===== src/pkg/pie_pkg.sv =====
// pie_pkg: constants for the peripheral interrupt expander
// assumes a single 20 MHz clock domain; no timing counts are needed
package pie_pkg;

    localparam int PIE_NSRC = 13;
    localparam int PIE_VEC_W = 16;
    localparam int PIE_ADDR_W = 4;
    localparam int PIE_DATA_W = 16;

    // source index order is also the fixed overall rank order
    localparam int PIE_SRC_T2P = 0;
    localparam int PIE_SRC_T2C = 1;
    localparam int PIE_SRC_T2U = 2;
    localparam int PIE_SRC_T2O = 3;
    localparam int PIE_SRC_T4P = 4;
    localparam int PIE_SRC_T4C = 5;
    localparam int PIE_SRC_T4U = 6;
    localparam int PIE_SRC_T4O = 7;
    localparam int PIE_SRC_SPI = 8;
    localparam int PIE_SRC_RX  = 9;
    localparam int PIE_SRC_TX  = 10;
    localparam int PIE_SRC_CMB = 11;
    localparam int PIE_SRC_CER = 12;
    localparam int PIE_L3_FIRST = 0;
    localparam int PIE_L3_LAST  = 7;
    localparam int PIE_L5_FIRST = 8;
    localparam int PIE_L5_LAST  = 12;

    // overall rank of each source
    localparam logic [5:0] PIE_RANK [PIE_NSRC] = '{
        6'd28, 6'd29, 6'd30, 6'd31, 6'd32, 6'd33, 6'd34, 6'd35,
        6'd42, 6'd43, 6'd44, 6'd45, 6'd46};

    // peripheral vector codes
    localparam logic [15:0] PIE_VEC [PIE_NSRC] = '{
        16'h002b, 16'h002c, 16'h002d, 16'h002e,
        16'h0039, 16'h003a, 16'h003b, 16'h003c,
        16'h0005, 16'h0006, 16'h0007, 16'h0040, 16'h0041};
    localparam logic [15:0] PIE_VEC_PHANTOM = 16'h0000;

    // cpu level vector addresses
    localparam logic [15:0] PIE_CPU_VEC_L3 = 16'h0006;
    localparam logic [15:0] PIE_CPU_VEC_L5 = 16'h000a;

    // pending flag group positions: group number and bit
    localparam logic [1:0] PIE_GRP [PIE_NSRC] = '{
        2'd1, 2'd1, 2'd1, 2'd1, 2'd2, 2'd2, 2'd2, 2'd2,
        2'd1, 2'd1, 2'd1, 2'd1, 2'd1};
    localparam logic [3:0] PIE_BIT [PIE_NSRC] = '{
        4'd0, 4'd1, 4'd2, 4'd3, 4'd8, 4'd9, 4'd10, 4'd11,
        4'd7, 4'd8, 4'd9, 4'd10, 4'd11};

    // register map (word offsets on the plain register port)
    localparam logic [3:0] PIE_OFF_PEND1 = 4'h0;
    localparam logic [3:0] PIE_OFF_PEND2 = 4'h1;
    localparam logic [3:0] PIE_OFF_EN1   = 4'h2;
    localparam logic [3:0] PIE_OFF_EN2   = 4'h3;
    localparam logic [3:0] PIE_OFF_VEC   = 4'h4;
    localparam logic [3:0] PIE_OFF_STAT  = 4'h5;
    localparam logic [3:0] PIE_OFF_MASK  = 4'h6;
    localparam logic [15:0] PIE_EN_RST   = 16'h0000;
    localparam logic [15:0] PIE_MASK_RST = 16'h0000;

    // status event bits
    localparam int PIE_ST_SPUR = 0;
    localparam int PIE_ST_LOST = 1;
    localparam int PIE_ST_W    = 2;

    typedef enum logic [1:0] {
        PIE_ACK_IDLE = 2'b00,
        PIE_ACK_L3   = 2'b01,
        PIE_ACK_L5   = 2'b10
    } pie_ack_t;

endpackage


===== src/core/pie_core.sv =====
// pie_core: peripheral interrupt expander for cpu levels three and five
// assumes one-cycle event pulses from peripherals on clk, and a core that
// acknowledges one level at a time and reads the vector afterwards
//
// Functional notes
// - timer b period: pending 1.0, level three, rank 28, code 002bh
// - timer b compare: pending 1.1, level three, rank 29, code 002ch
// - timer b underflow: pending 1.2, level three, rank 30, code 002dh
// - timer b overflow: pending 1.3, level three, rank 31, code 002eh
// - timer d period: pending 2.8, level three, rank 32, code 0039h
// - timer d compare: pending 2.9, level three, rank 33, code 003ah
// - timer d underflow: pending 2.10, level three, rank 34, code 003bh
// - timer d overflow: pending 2.11, level three, rank 35, code 003ch
// - serial peripheral: pending 1.7, level five, rank 42, code 0005h
// - async receive: pending 1.8, level five, rank 43, code 0006h
// - async transmit: pending 1.9, level five, rank 44, code 0007h
// - can mailbox: pending 1.10, level five, rank 45, code 0040h
// - can error: pending 1.11, level five, rank 46, code 0041h
`timescale 1ns/1ps
`default_nettype none
module pie_core (
    // clock and reset
    input  wire logic                      clk,
    input  wire logic                      rst_b,
    // peripheral event pulses
    input  wire logic                      timer_b_period_irq,
    input  wire logic                      timer_b_compare_irq,
    input  wire logic                      timer_b_underflow_irq,
    input  wire logic                      timer_b_overflow_irq,
    input  wire logic                      timer_d_period_irq,
    input  wire logic                      timer_d_compare_irq,
    input  wire logic                      timer_d_underflow_irq,
    input  wire logic                      timer_d_overflow_irq,
    input  wire logic                      serial_periph_irq,
    input  wire logic                      async_receive_irq,
    input  wire logic                      async_transmit_irq,
    input  wire logic                      can_mailbox_irq,
    input  wire logic                      can_error_irq,
    // cpu level requests and acknowledge
    output logic                           cpu_level_three,
    output logic                           cpu_level_five,
    input  wire logic                      ack_level_three,
    input  wire logic                      ack_level_five,
    output logic [pie_pkg::PIE_VEC_W-1:0]  peripheral_vector_code,
    output logic                           vector_valid,
    // register port
    input  wire logic [pie_pkg::PIE_ADDR_W-1:0] reg_addr,
    input  wire logic [pie_pkg::PIE_DATA_W-1:0] reg_wdata,
    input  wire logic                      reg_wr,
    input  wire logic                      reg_rd,
    output logic [pie_pkg::PIE_DATA_W-1:0] reg_rdata,
    // interrupt to system
    output logic                           irq
);
    import pie_pkg::*;

    logic [PIE_NSRC-1:0] evt;
    logic [PIE_NSRC-1:0] pend_reg;
    logic [PIE_NSRC-1:0] en_reg;
    logic [PIE_NSRC-1:0] live;
    logic [PIE_NSRC-1:0] ack_clr;
    logic [PIE_NSRC-1:0] sw_clr;
    logic [PIE_NSRC-1:0] sw_en;
    logic [15:0]         grp1_pend;
    logic [15:0]         grp2_pend;
    logic [15:0]         grp1_en;
    logic [15:0]         grp2_en;
    logic [PIE_ST_W-1:0] stat_reg;
    logic [PIE_ST_W-1:0] mask_reg;
    logic [PIE_ST_W-1:0] stat_set;
    logic                hit3;
    logic                hit5;
    logic [2:0]          idx3;
    logic [2:0]          idx5;
    logic [3:0]          win;
    logic                win_ok;
    pie_ack_t            ack_sel;

    // maps a source into its 16-bit flag group image
    function automatic logic [15:0] pie_to_grp(input logic [PIE_NSRC-1:0] v,
                                               input logic [1:0] g);
        logic [15:0] r;
        r = 16'h0000;
        for (int i = 0; i < PIE_NSRC; i++) begin
            if (PIE_GRP[i] == g)
                r[PIE_BIT[i]] = v[i];
        end
        return r;
    endfunction

    // picks a source's bit out of a group image written by software
    function automatic logic [PIE_NSRC-1:0] pie_from_grp(input logic [15:0] d,
                                                         input logic [1:0] g);
        logic [PIE_NSRC-1:0] r;
        r = '0;
        for (int i = 0; i < PIE_NSRC; i++) begin
            if (PIE_GRP[i] == g)
                r[i] = d[PIE_BIT[i]];
        end
        return r;
    endfunction

    assign evt = {can_error_irq, can_mailbox_irq, async_transmit_irq,
                  async_receive_irq, serial_periph_irq,
                  timer_d_overflow_irq, timer_d_underflow_irq,
                  timer_d_compare_irq, timer_d_period_irq,
                  timer_b_overflow_irq, timer_b_underflow_irq,
                  timer_b_compare_irq, timer_b_period_irq};

    assign grp1_pend = pie_to_grp(pend_reg, 2'd1);
    assign grp2_pend = pie_to_grp(pend_reg, 2'd2);
    assign grp1_en   = pie_to_grp(en_reg, 2'd1);
    assign grp2_en   = pie_to_grp(en_reg, 2'd2);

    assign live = pend_reg & en_reg;

    // level three picker: timer b then timer d, ranks 28..35
    pie_pick #(
        .N (8)
    ) u_pick3 (
        .req (live[PIE_L3_LAST:PIE_L3_FIRST]),
        .hit (hit3),
        .idx (idx3)
    );

    // level five picker: serial, async, can, ranks 42..46
    pie_pick #(
        .N (5)
    ) u_pick5 (
        .req (live[PIE_L5_LAST:PIE_L5_FIRST]),
        .hit (hit5),
        .idx (idx5)
    );

    // level three takes the acknowledge if both arrive despite the protocol
    always_comb begin
        if (ack_level_three)
            ack_sel = PIE_ACK_L3;
        else if (ack_level_five)
            ack_sel = PIE_ACK_L5;
        else
            ack_sel = PIE_ACK_IDLE;
    end

    always_comb begin
        win    = 4'd0;
        win_ok = 1'b0;
        case (ack_sel)
            PIE_ACK_L3: begin
                win    = {1'b0, idx3};
                win_ok = hit3;
            end
            PIE_ACK_L5: begin
                win    = 4'(PIE_L5_FIRST) + {1'b0, idx5};
                win_ok = hit5;
            end
            default: begin
                win    = 4'd0;
                win_ok = 1'b0;
            end
        endcase
    end

    always_comb begin
        ack_clr = '0;
        if (win_ok)
            ack_clr[win] = 1'b1;
    end

    always_comb begin
        sw_clr = '0;
        if (reg_wr && reg_addr == PIE_OFF_PEND1)
            sw_clr = pie_from_grp(reg_wdata, 2'd1);
        else if (reg_wr && reg_addr == PIE_OFF_PEND2)
            sw_clr = pie_from_grp(reg_wdata, 2'd2);
    end

    // pending flags: a new event outranks any clear in the same cycle
    always_ff @(posedge clk or negedge rst_b) begin
        if (!rst_b) begin
            pend_reg <= '0;
        end else begin
            pend_reg <= (pend_reg & ~ack_clr & ~sw_clr) | evt;
        end
    end

    always_comb begin
        sw_en = en_reg;
        if (reg_wr && reg_addr == PIE_OFF_EN1)
            sw_en = (en_reg & ~pie_from_grp(16'hffff, 2'd1)) | pie_from_grp(reg_wdata, 2'd1);
        else if (reg_wr && reg_addr == PIE_OFF_EN2)
            sw_en = (en_reg & ~pie_from_grp(16'hffff, 2'd2)) | pie_from_grp(reg_wdata, 2'd2);
    end

    always_ff @(posedge clk or negedge rst_b) begin
        if (!rst_b) begin
            en_reg <= pie_from_grp(PIE_EN_RST, 2'd1) | pie_from_grp(PIE_EN_RST, 2'd2);
        end else begin
            en_reg <= sw_en;
        end
    end

    // cpu level requests follow live sources, no extra latency
    assign cpu_level_three = |live[PIE_L3_LAST:PIE_L3_FIRST];
    assign cpu_level_five  = |live[PIE_L5_LAST:PIE_L5_FIRST];

    // vector register holds the last answer until the next acknowledge
    always_ff @(posedge clk or negedge rst_b) begin
        if (!rst_b) begin
            peripheral_vector_code <= PIE_VEC_PHANTOM;
            vector_valid           <= 1'b0;
        end else begin
            vector_valid <= (ack_sel != PIE_ACK_IDLE);
            if (ack_sel != PIE_ACK_IDLE) begin
                if (win_ok)
                    peripheral_vector_code <= PIE_VEC[win];
                else
                    peripheral_vector_code <= PIE_VEC_PHANTOM;
            end
        end
    end

    // status events: spurious acknowledge, and event on an already set flag
    always_comb begin
        stat_set = '0;
        stat_set[PIE_ST_SPUR] = (ack_sel != PIE_ACK_IDLE) && !win_ok;
        stat_set[PIE_ST_LOST] = |(evt & pend_reg & ~ack_clr & ~sw_clr);
    end

    always_ff @(posedge clk or negedge rst_b) begin
        if (!rst_b) begin
            stat_reg <= '0;
        end else if (reg_wr && reg_addr == PIE_OFF_STAT) begin
            stat_reg <= (stat_reg & ~reg_wdata[PIE_ST_W-1:0]) | stat_set;
        end else begin
            stat_reg <= stat_reg | stat_set;
        end
    end

    always_ff @(posedge clk or negedge rst_b) begin
        if (!rst_b) begin
            mask_reg <= PIE_MASK_RST[PIE_ST_W-1:0];
        end else if (reg_wr && reg_addr == PIE_OFF_MASK) begin
            mask_reg <= reg_wdata[PIE_ST_W-1:0];
        end
    end

    assign irq = |(stat_reg & mask_reg);

    // read data stands in the cycle after the strobe only
    always_ff @(posedge clk or negedge rst_b) begin
        if (!rst_b) begin
            reg_rdata <= '0;
        end else if (reg_rd) begin
            case (reg_addr)
                PIE_OFF_PEND1: reg_rdata <= grp1_pend;
                PIE_OFF_PEND2: reg_rdata <= grp2_pend;
                PIE_OFF_EN1:   reg_rdata <= grp1_en;
                PIE_OFF_EN2:   reg_rdata <= grp2_en;
                PIE_OFF_VEC:   reg_rdata <= peripheral_vector_code;
                PIE_OFF_STAT:  reg_rdata <= {{(PIE_DATA_W-PIE_ST_W){1'b0}}, stat_reg};
                PIE_OFF_MASK:  reg_rdata <= {{(PIE_DATA_W-PIE_ST_W){1'b0}}, mask_reg};
                default:       reg_rdata <= 16'h0000;
            endcase
        end else begin
            reg_rdata <= 16'h0000;
        end
    end
endmodule
`default_nettype wire


===== src/core/pie_pick.sv =====
// pie_pick: fixed priority picker over one cpu level
// assumes pending/enable vectors in rank order, index 0 highest
`timescale 1ns/1ps
`default_nettype none
module pie_pick #(
    parameter int N = 8
) (
    // candidates
    input  wire logic [N-1:0] req,
    // result
    output logic              hit,
    output logic [$clog2(N)-1:0] idx
);
    import pie_pkg::*;

    // lowest index wins, which is the lowest rank number
    always_comb begin
        hit = 1'b0;
        idx = '0;
        for (int i = N - 1; i >= 0; i--) begin
            if (req[i]) begin
                hit = 1'b1;
                idx = i[$clog2(N)-1:0];
            end
        end
    end
endmodule
`default_nettype wire


===== config.mk =====
export PLATFORM = sky130hd
export DESIGN_NAME = pie_core
export DESIGN_NICKNAME = d
export VERILOG_FILES = /design/src/pkg/pie_pkg.sv /design/src/core/pie_core.sv /design/src/core/pie_pick.sv
export SDC_FILE = /design/constraint.sdc
export NUM_CORES = 1
export LEC_CHECK = 0
export ABC_AREA = 0
export BUFFER_PORTS_ARGS = -buffer_cell sky130_fd_sc_hd__buf_2
export CORE_MARGIN = 4
export CORE_UTILIZATION = 30
export CTS_CLUSTER_SIZE = 24
export DETAILED_ROUTE_END_ITERATION = 6
export HOLD_SLACK_MARGIN = 0.02
export SYNTH_ARGS = -nofsm -noshare
export SYNTH_HDL_FRONTEND = slang
export SYNTH_SLANG_ARGS = --single-unit

===== constraint.sdc =====
create_clock -name clk -period 3.9 [get_ports clk]
set_clock_uncertainty 0.1 [all_clocks]
set_input_delay 0.585 -clock clk [delete_from_list [all_inputs] [get_ports clk]]
set_output_delay 0.585 -clock clk [all_outputs]
set_load 0.03 [all_outputs]

== Word-level counts from Yosys, hierarchy flattened ==
Memory sizes are Yosys's and may differ from the RTL's.
Index checks and enable logic that the tools add are counted.

* Input bits: 39
* Bits in registers: 63
* Memories: 1
* Output and inout bits: 36
* Logic and storage cells: 113
* ROM bits: 256

{| class="wikitable"
|+ Memory list
! name !! depth !! bits a word !! read ports !! clocked after memory_dff !! wr ports !! RTL line !! RTL
|-
| (name not given) || 16 || 16 || 1 || 0 || 0 || pie_core.sv:216 || <nowiki>peripheral_vector_code <= PIE_VEC[win];</nowiki>
|}

* Eq/ne operators: 8
* $lt $le $gt $ge: 3
* Bitwise operators: 17
* Multiplexer cells: 60
* Reductions and logical operators: 16
* Add/subtract/negate cells: 1

{| class="wikitable"
|+ Operators with widths
! kind !! count
|-
| $pmux W16 S7 || 1
|-
| $and A13 B13 Y13 || 6
|-
| $mux W16 || 4
|-
| $mux W13 || 4
|-
| $mux W3 || 13
|-
| $mux W1 || 31
|-
| $not A13 Y13 || 2
|-
| $or A13 B13 Y13 || 1
|-
| $or A13 B8 Y13 || 1
|-
| $or A8 B13 Y13 || 1
|-
| $reduce_or A13 Y1 || 1
|-
| $eq A4 B3 Y1 const B || 3
|-
| $eq A4 B2 Y1 const B || 2
|-
| $logic_and A1 B1 Y1 || 8
|-
| $mux W8 || 1
|-
| $pmux W4 S2 || 1
|-
| $reduce_or A8 Y1 || 1
|-
| $mux W2 || 3
|-
| $ge A5 B5 Y1 const B || 1
|-
| $lt A4 B5 Y1 const B || 1
|-
| $not A4 Y5 || 1
|-
| $reduce_or A5 Y1 || 1
|-
| $add A4 B3 Y4 const A || 1
|-
| $and A2 B2 Y2 || 2
|-
| other kinds (12) || 14
|}

== Longest topological paths before layout ==
* Depth in word-level cells: 21
* Depth in mapped cells: 11
* Mapped depth without buffers: 11

== By module ==
A second synthesis with hierarchy kept.

* Cells, all modules: 290
* Area, all modules: 2,929.1 µm²

{| class="wikitable"
|+ Modules (own cells, without submodules)
! module !! instances !! area each (µm²) !! seq. area each (µm²) !! cells each
|-
| pie_core || 1 || 2,800.2 || 1,226.2 || 269
|-
| pie_pick (u_pick3) || 1 || 80.1 || 0.0 || 13
|-
| pie_pick (u_pick5) || 1 || 48.8 || 0.0 || 8
|}

== Worst setup path after synthesis ==
No wires, ideal clock.

* Path type: in2reg
* Start point: input ack_level_five
* End point: register stat_reg[1]
* Setup time: 0.143 ns
* Arrival: 2.123 ns
* Data required time: 3.657 ns
* Stages on the path: 9
* Path slack: 1.535 ns
* Path buffers: 1
* Path through: nor2b_1 buf_2 nand2_1 o221ai_1 ha_1 a21boi_0 a32o_1 a2111oi_2 nand4_1

* Cells in the longest elaborated chain, start to end: 15
* Elaborated cells on any way between the ends: 19
* Those cells by class: 2 x order compare; 2 x eq/ne; 8 x mux; 5 x bitwise; 2 x reduce/logical

{| class="wikitable"
|+ RTL lines
! element !! RTL line !! RTL
|-
| start, declared || pie_core.sv:43 || <nowiki>input wire logic ack_level_five,</nowiki>
|-
| $mux W2 * || pie_core.sv:139 || <nowiki>else if (ack_level_five)</nowiki>
|-
| $mux W2 * || pie_core.sv:137 || <nowiki>if (ack_level_three)</nowiki>
|-
| $eq A2 B2 Y1 or $eq A2 B1 Y1 (tied branches) || pie_core.sv:148 || <nowiki>case (ack_sel)</nowiki>
|-
| $pmux W4 S2 || pie_core.sv:148 ||
|-
| $lt A4 B5 Y1 (implied by the code) or $ge A4 B1 Y1 (tied branches) || pie_core.sv:167 || <nowiki>ack_clr[win] = 1'b1;</nowiki>
|-
| $logic_and A1 B1 Y1 (implied by the code) || pie_core.sv:167 ||
|-
| $mux W1 (implied by the code) || pie_core.sv:167 ||
|-
| $demux W1 S4 || pie_core.sv:167 ||
|-
| $mux W13 * || pie_core.sv:166 || <nowiki>if (win_ok)</nowiki>
|-
| $not A13 Y13 * || pie_core.sv:227 || <nowiki>stat_set[PIE_ST_LOST] = |(evt & pend_reg & ~ack_clr & ~sw_clr);</nowiki>
|-
| $and A13 B13 Y13 * (2 in a row) || pie_core.sv:227 ||
|-
| $reduce_or A13 Y1 * || pie_core.sv:227 ||
|-
| $or A2 B2 Y2 (on tied branches) || pie_core.sv:236, pie_core.sv:234 ||
|-
| $mux W2 * || pie_core.sv:233 || <nowiki>end else if (reg_wr && reg_addr == PIE_OFF_STAT) begin</nowiki>
|-
| end signal, assigned || pie_core.sv:234 || <nowiki>stat_reg <= (stat_reg & ~reg_wdata[PIE_ST_W-1:0]) | stat_set;</nowiki>
|-
| end signal, assigned || pie_core.sv:236 || <nowiki>stat_reg <= stat_reg | stat_set;</nowiki>
|-
| end, declared || pie_core.sv:68 || <nowiki>logic [PIE_ST_W-1:0] stat_reg;</nowiki>
|}

Mark *: on every way between the ends. The rest lies on a longest branch, timed or not.
A chain may end at the register's enable or synchronous reset.

== Worst setup path after layout ==
* Start point: register pend_reg[6]
* End point: register stat_reg[1]

* Cells in the longest elaborated chain, start to end: 20
* Elaborated cells on any way between the ends: 31
* Those cells by class: 2 x order compare; 20 x mux; 7 x bitwise; 2 x reduce/logical

{| class="wikitable"
|+ RTL lines
! element !! RTL line !! RTL
|-
| start, declared || pie_core.sv:58 || <nowiki>logic [PIE_NSRC-1:0] pend_reg;</nowiki>
|-
| start signal, assigned || pie_core.sv:183 || <nowiki>pend_reg <= (pend_reg & ~ack_clr & ~sw_clr) | evt;</nowiki>
|-
| $and A13 B13 Y13 || pie_core.sv:115 || <nowiki>assign live = pend_reg & en_reg;</nowiki>
|-
| $mux W3 (7 in a row) || pie_pick.sv:21 || <nowiki>if (req[i]) begin</nowiki>
|-
| $pmux W4 S2 || pie_core.sv:148 ||
|-
| $lt A4 B5 Y1 (implied by the code) or $ge A4 B1 Y1 (tied branches) || pie_core.sv:167 ||
|-
| $logic_and A1 B1 Y1 (implied by the code) || pie_core.sv:167 ||
|-
| $mux W1 (implied by the code) || pie_core.sv:167 ||
|-
| $demux W1 S4 || pie_core.sv:167 ||
|-
| $mux W13 || pie_core.sv:166 ||
|-
| $not A13 Y13 || pie_core.sv:227 ||
|-
| $and A13 B13 Y13 * (2 in a row) || pie_core.sv:227 ||
|-
| $reduce_or A13 Y1 * || pie_core.sv:227 ||
|-
| $or A2 B2 Y2 (on tied branches) || pie_core.sv:236, pie_core.sv:234 ||
|-
| $mux W2 * || pie_core.sv:233 ||
|}

Marks and branches as above.

==> impl_metrics.env <==
export IMPL_status="finished clean"
export IMPL_netlist_area_um2=2720
export IMPL_avgSynthCellArea_um2=10.7
export IMPL_criticalPathCategory="reg2reg"
export IMPL_worstReg2RegStart="pend_reg[6]$_DFF_PN0_"
export IMPL_rsz0062_at_grt="false"
export IMPL_synth_top_area_cell="dfrtp_1"
export IMPL_numCtsBuffers=5
export IMPL_fp_dieW_um=103
export IMPL_ys_types=49
export IMPL_root_buffer="clkbuf_8"
export IMPL_worstPathCellList="nand2_1 > a32oi_1 > a21o_1 > a221o_1 > o221ai_1 > inv_1 > ha_1 > nand2_1 > and4_4 > a2111oi_2 > nand4_1"
export IMPL_ys_warn_count=0
export IMPL_fin_util_pct=35.6
export IMPL_dieArea_um2=10600
export IMPL_drtIter0Drc=122
export IMPL_htreeDepth=2
export IMPL_cts_tree="done"
export IMPL_dp_hpwl_um=5640
export IMPL_die_h_um=103
export IMPL_grt_overflow_total=0
export IMPL_antenna_found_initial=0
export IMPL_wl_per_cell_um=17.3
export IMPL_rows=34
export IMPL_p_leak_nw=1.41
export IMPL_power_frac_comb_pct=32.5
export IMPL_ys_seq_area_share_pct=45.1
export IMPL_start_util_pct=31.0
export IMPL_core_area_um2=8760
export IMPL_synth_seq_cells=49
export IMPL_critPathTopFamily="compound AO/OA/AOI/OAI gates"
export IMPL_cp_end_kind="flip-flop"
export IMPL_worst_path_stages=11
export IMPL_synthArstFlopShare_pct=100
export IMPL_synth_most_common_cell="dfrtp_1"
export IMPL_slowest_delay_ns=0.45
export IMPL_seqPwrFrac_pct=46.1
export IMPL_cp_slowest_cell="dfrtp_1"
export IMPL_critPathBufInv=1
export IMPL_fmax_mhz=358
export IMPL_cts_max_path_buffers=2
export IMPL_reg2reg_depth=11
export IMPL_portBuffers=54
export IMPL_layout_worst_path_cycle_share_pct=71.7
export IMPL_worstPathArrival_ns=2.87
export IMPL_area_growth_pct=14.7
export IMPL_pwr_share_clk_pct=21.4
export IMPL_hold_viol=0
export IMPL_worst_pin_slew_ns=1.09
export IMPL_start_kind="flip-flop"
export IMPL_wirelength_um=7220
export IMPL_cts_setup_buffers=0
export IMPL_cts_sinks=49
export IMPL_crit_path_end="stat_reg[1]$_DFF_PN0_"
export IMPL_synth_commonest_cells="dfrtp_1, nand2_1, mux2_2"
export IMPL_cts_hold_buf=0
export IMPL_clock_latency_ns=0.31
export IMPL_setup_viol=0
export IMPL_drive_above_1_share_pct=33.1
export IMPL_ys_flop_type="dfrtp_1"
export IMPL_gp_congestion=0.877
export IMPL_synthCells=253
export IMPL_worstHoldPathType="in2reg"
export IMPL_setup_tns_ns=0
export IMPL_post_drt_via_cell_ratio=5.32
export IMPL_netlist_area_leader_share_pct=45.1
export IMPL_diodes=0
export IMPL_p_switching_mw=0.527
export IMPL_crit_path_max_fanout=6
export IMPL_timing_reg2reg_setup_slack_ns=1.10
export IMPL_final_min_clock_period_ns=2.80
export IMPL_nets=352
export IMPL_sw_frac_of_total_pct=37.4
export IMPL_p_per_area_nw_per_um2=452
export IMPL_grt_pass1_wl_um=11400
export IMPL_startpoint="pend_reg[6]$_DFF_PN0_"
export IMPL_ant_nets=0
export IMPL_p_int_mw=0.882
export IMPL_reg2reg_to="stat_reg[1]$_DFF_PN0_"
export IMPL_post_cts_resized=0
export IMPL_clk_pin_slew_ns=0.10
export IMPL_peakVddDrop_mv=0.147
export IMPL_io_pins=75
export IMPL_synth_edf_count=0
export IMPL_cp_required_ns=3.97
export IMPL_drv_slew=0
export IMPL_grt_pass1_vias=2144
export IMPL_vias=2214
export IMPL_yosys_top_cells_area="dfrtp_1, mux2_2, nand2_1"
export IMPL_grt_start_max_net_pins=50
export IMPL_max_slew_margin_pct=27.4
export IMPL_drtPass1Iterations=4
export IMPL_route_detailed_drc=0
export IMPL_cap_violations=0
export IMPL_grt_usage_pct=14.1
export IMPL_path_common_cell="nand2_1"
layout make-up:
type | count | area (um^2)
timing repair buffer | 55 | 278
fill | 907 | 5650
clock inverter | 3 | 17.5
tap | 108 | 135
multi-input combinational | 191 | 1370
clock buffer | 5 | 68.8
sequential | 49 | 1230
inverter | 5 | 18.8
power groups by stage:
stage               Clock (mW)  Sequential [mW]  Combinational (mW)
CTS                      0.311            0.650               0.458
finish                   0.301            0.650               0.458
global placement             0            0.656               0.452
global route             0.336            0.663               0.496
detailed placement           0            0.660               0.457
floorplan                    0            0.681               0.294
per-stage QoR:
stage	hold slack [ns]	power, mW	instances	area [um^2]	setup slack (ns)
after floorplan	0.189	0.975	265	2760	1.53
final	0.364	1.41	416	3120	1.10
after detailed placement	0.406	1.12	408	3030	1.07
after global routing	0.372	1.50	416	3120	0.927
after global placement	0.398	1.11	408	3030	1.10
after CTS	0.361	1.42	416	3120	1.14
worst min-delay path by stage:
stage / start / endpoint / cells past startpoint
global route: serial_periph_irq / pend_reg[8]$_DFF_PN0_ / 2
CTS: async_receive_irq / pend_reg[9]$_DFF_PN0_ / 2
finish: async_receive_irq / pend_reg[9]$_DFF_PN0_ / 2
floorplan: rst_b / en_reg[0]$_DFFE_PN0P_ / 0
detailed placement: peripheral_vector_code[6]$_DFFE_PN0P_ / peripheral_vector_code[6]$_DFFE_PN0P_ / 2
global placement: peripheral_vector_code[6]$_DFFE_PN0P_ / peripheral_vector_code[6]$_DFFE_PN0P_ / 2
cell usage in the layout, fill, tap and decap left out, types with 2 or more instances in the layout:
cell,synthesis,routed
buf_2,2,54
dfrtp_1,49,49
nand2_1,40,40
mux2_2,19,19
conb_1,1,13
a22oi_1,11,11
a31o_2,11,11
and3_1,10,10
nand3_1,9,9
nor2_1,6,6
ha_1,6,6
a21oi_1,5,5
inv_1,5,5
nand4_1,5,5
a31oi_1,5,5
clkbuf_8,0,5
a22o_1,4,4
mux4_2,4,4
nor2b_1,3,3
a21o_1,3,3
o21ai_0,3,3
nor3b_1,3,3
a32oi_1,2,2
nor3_1,2,2
nand4b_1,2,2
a41oi_1,2,2
and4_1,2,2
o311ai_0,2,2
clkinv_2,0,2
cells by family after synthesis:
kind of cell	count (synthesis)	share of synthesized area [%]
AOI/OAI and AO/OA	58	16.9
adders and majority gates	6	2.76
buffers and inverters	25	6.03
DFF	49	45.1
muxes	23	11.2
other	1	0.138
and+or+nand+nor	91	17.9
routing by layer:
metal / GRT usage (%) / routed length [um] / vias to the layer above
met5: 0 / 0 / -
met4: 3.78 / 87 / 0
met3: 3.59 / 574 / 8
met2: 22.4 / 3440 / 89
met1: 19.2 / 3120 / 1079
li1: - / - / 1038
No activity file was read; power rests on OpenSTA's default activity.
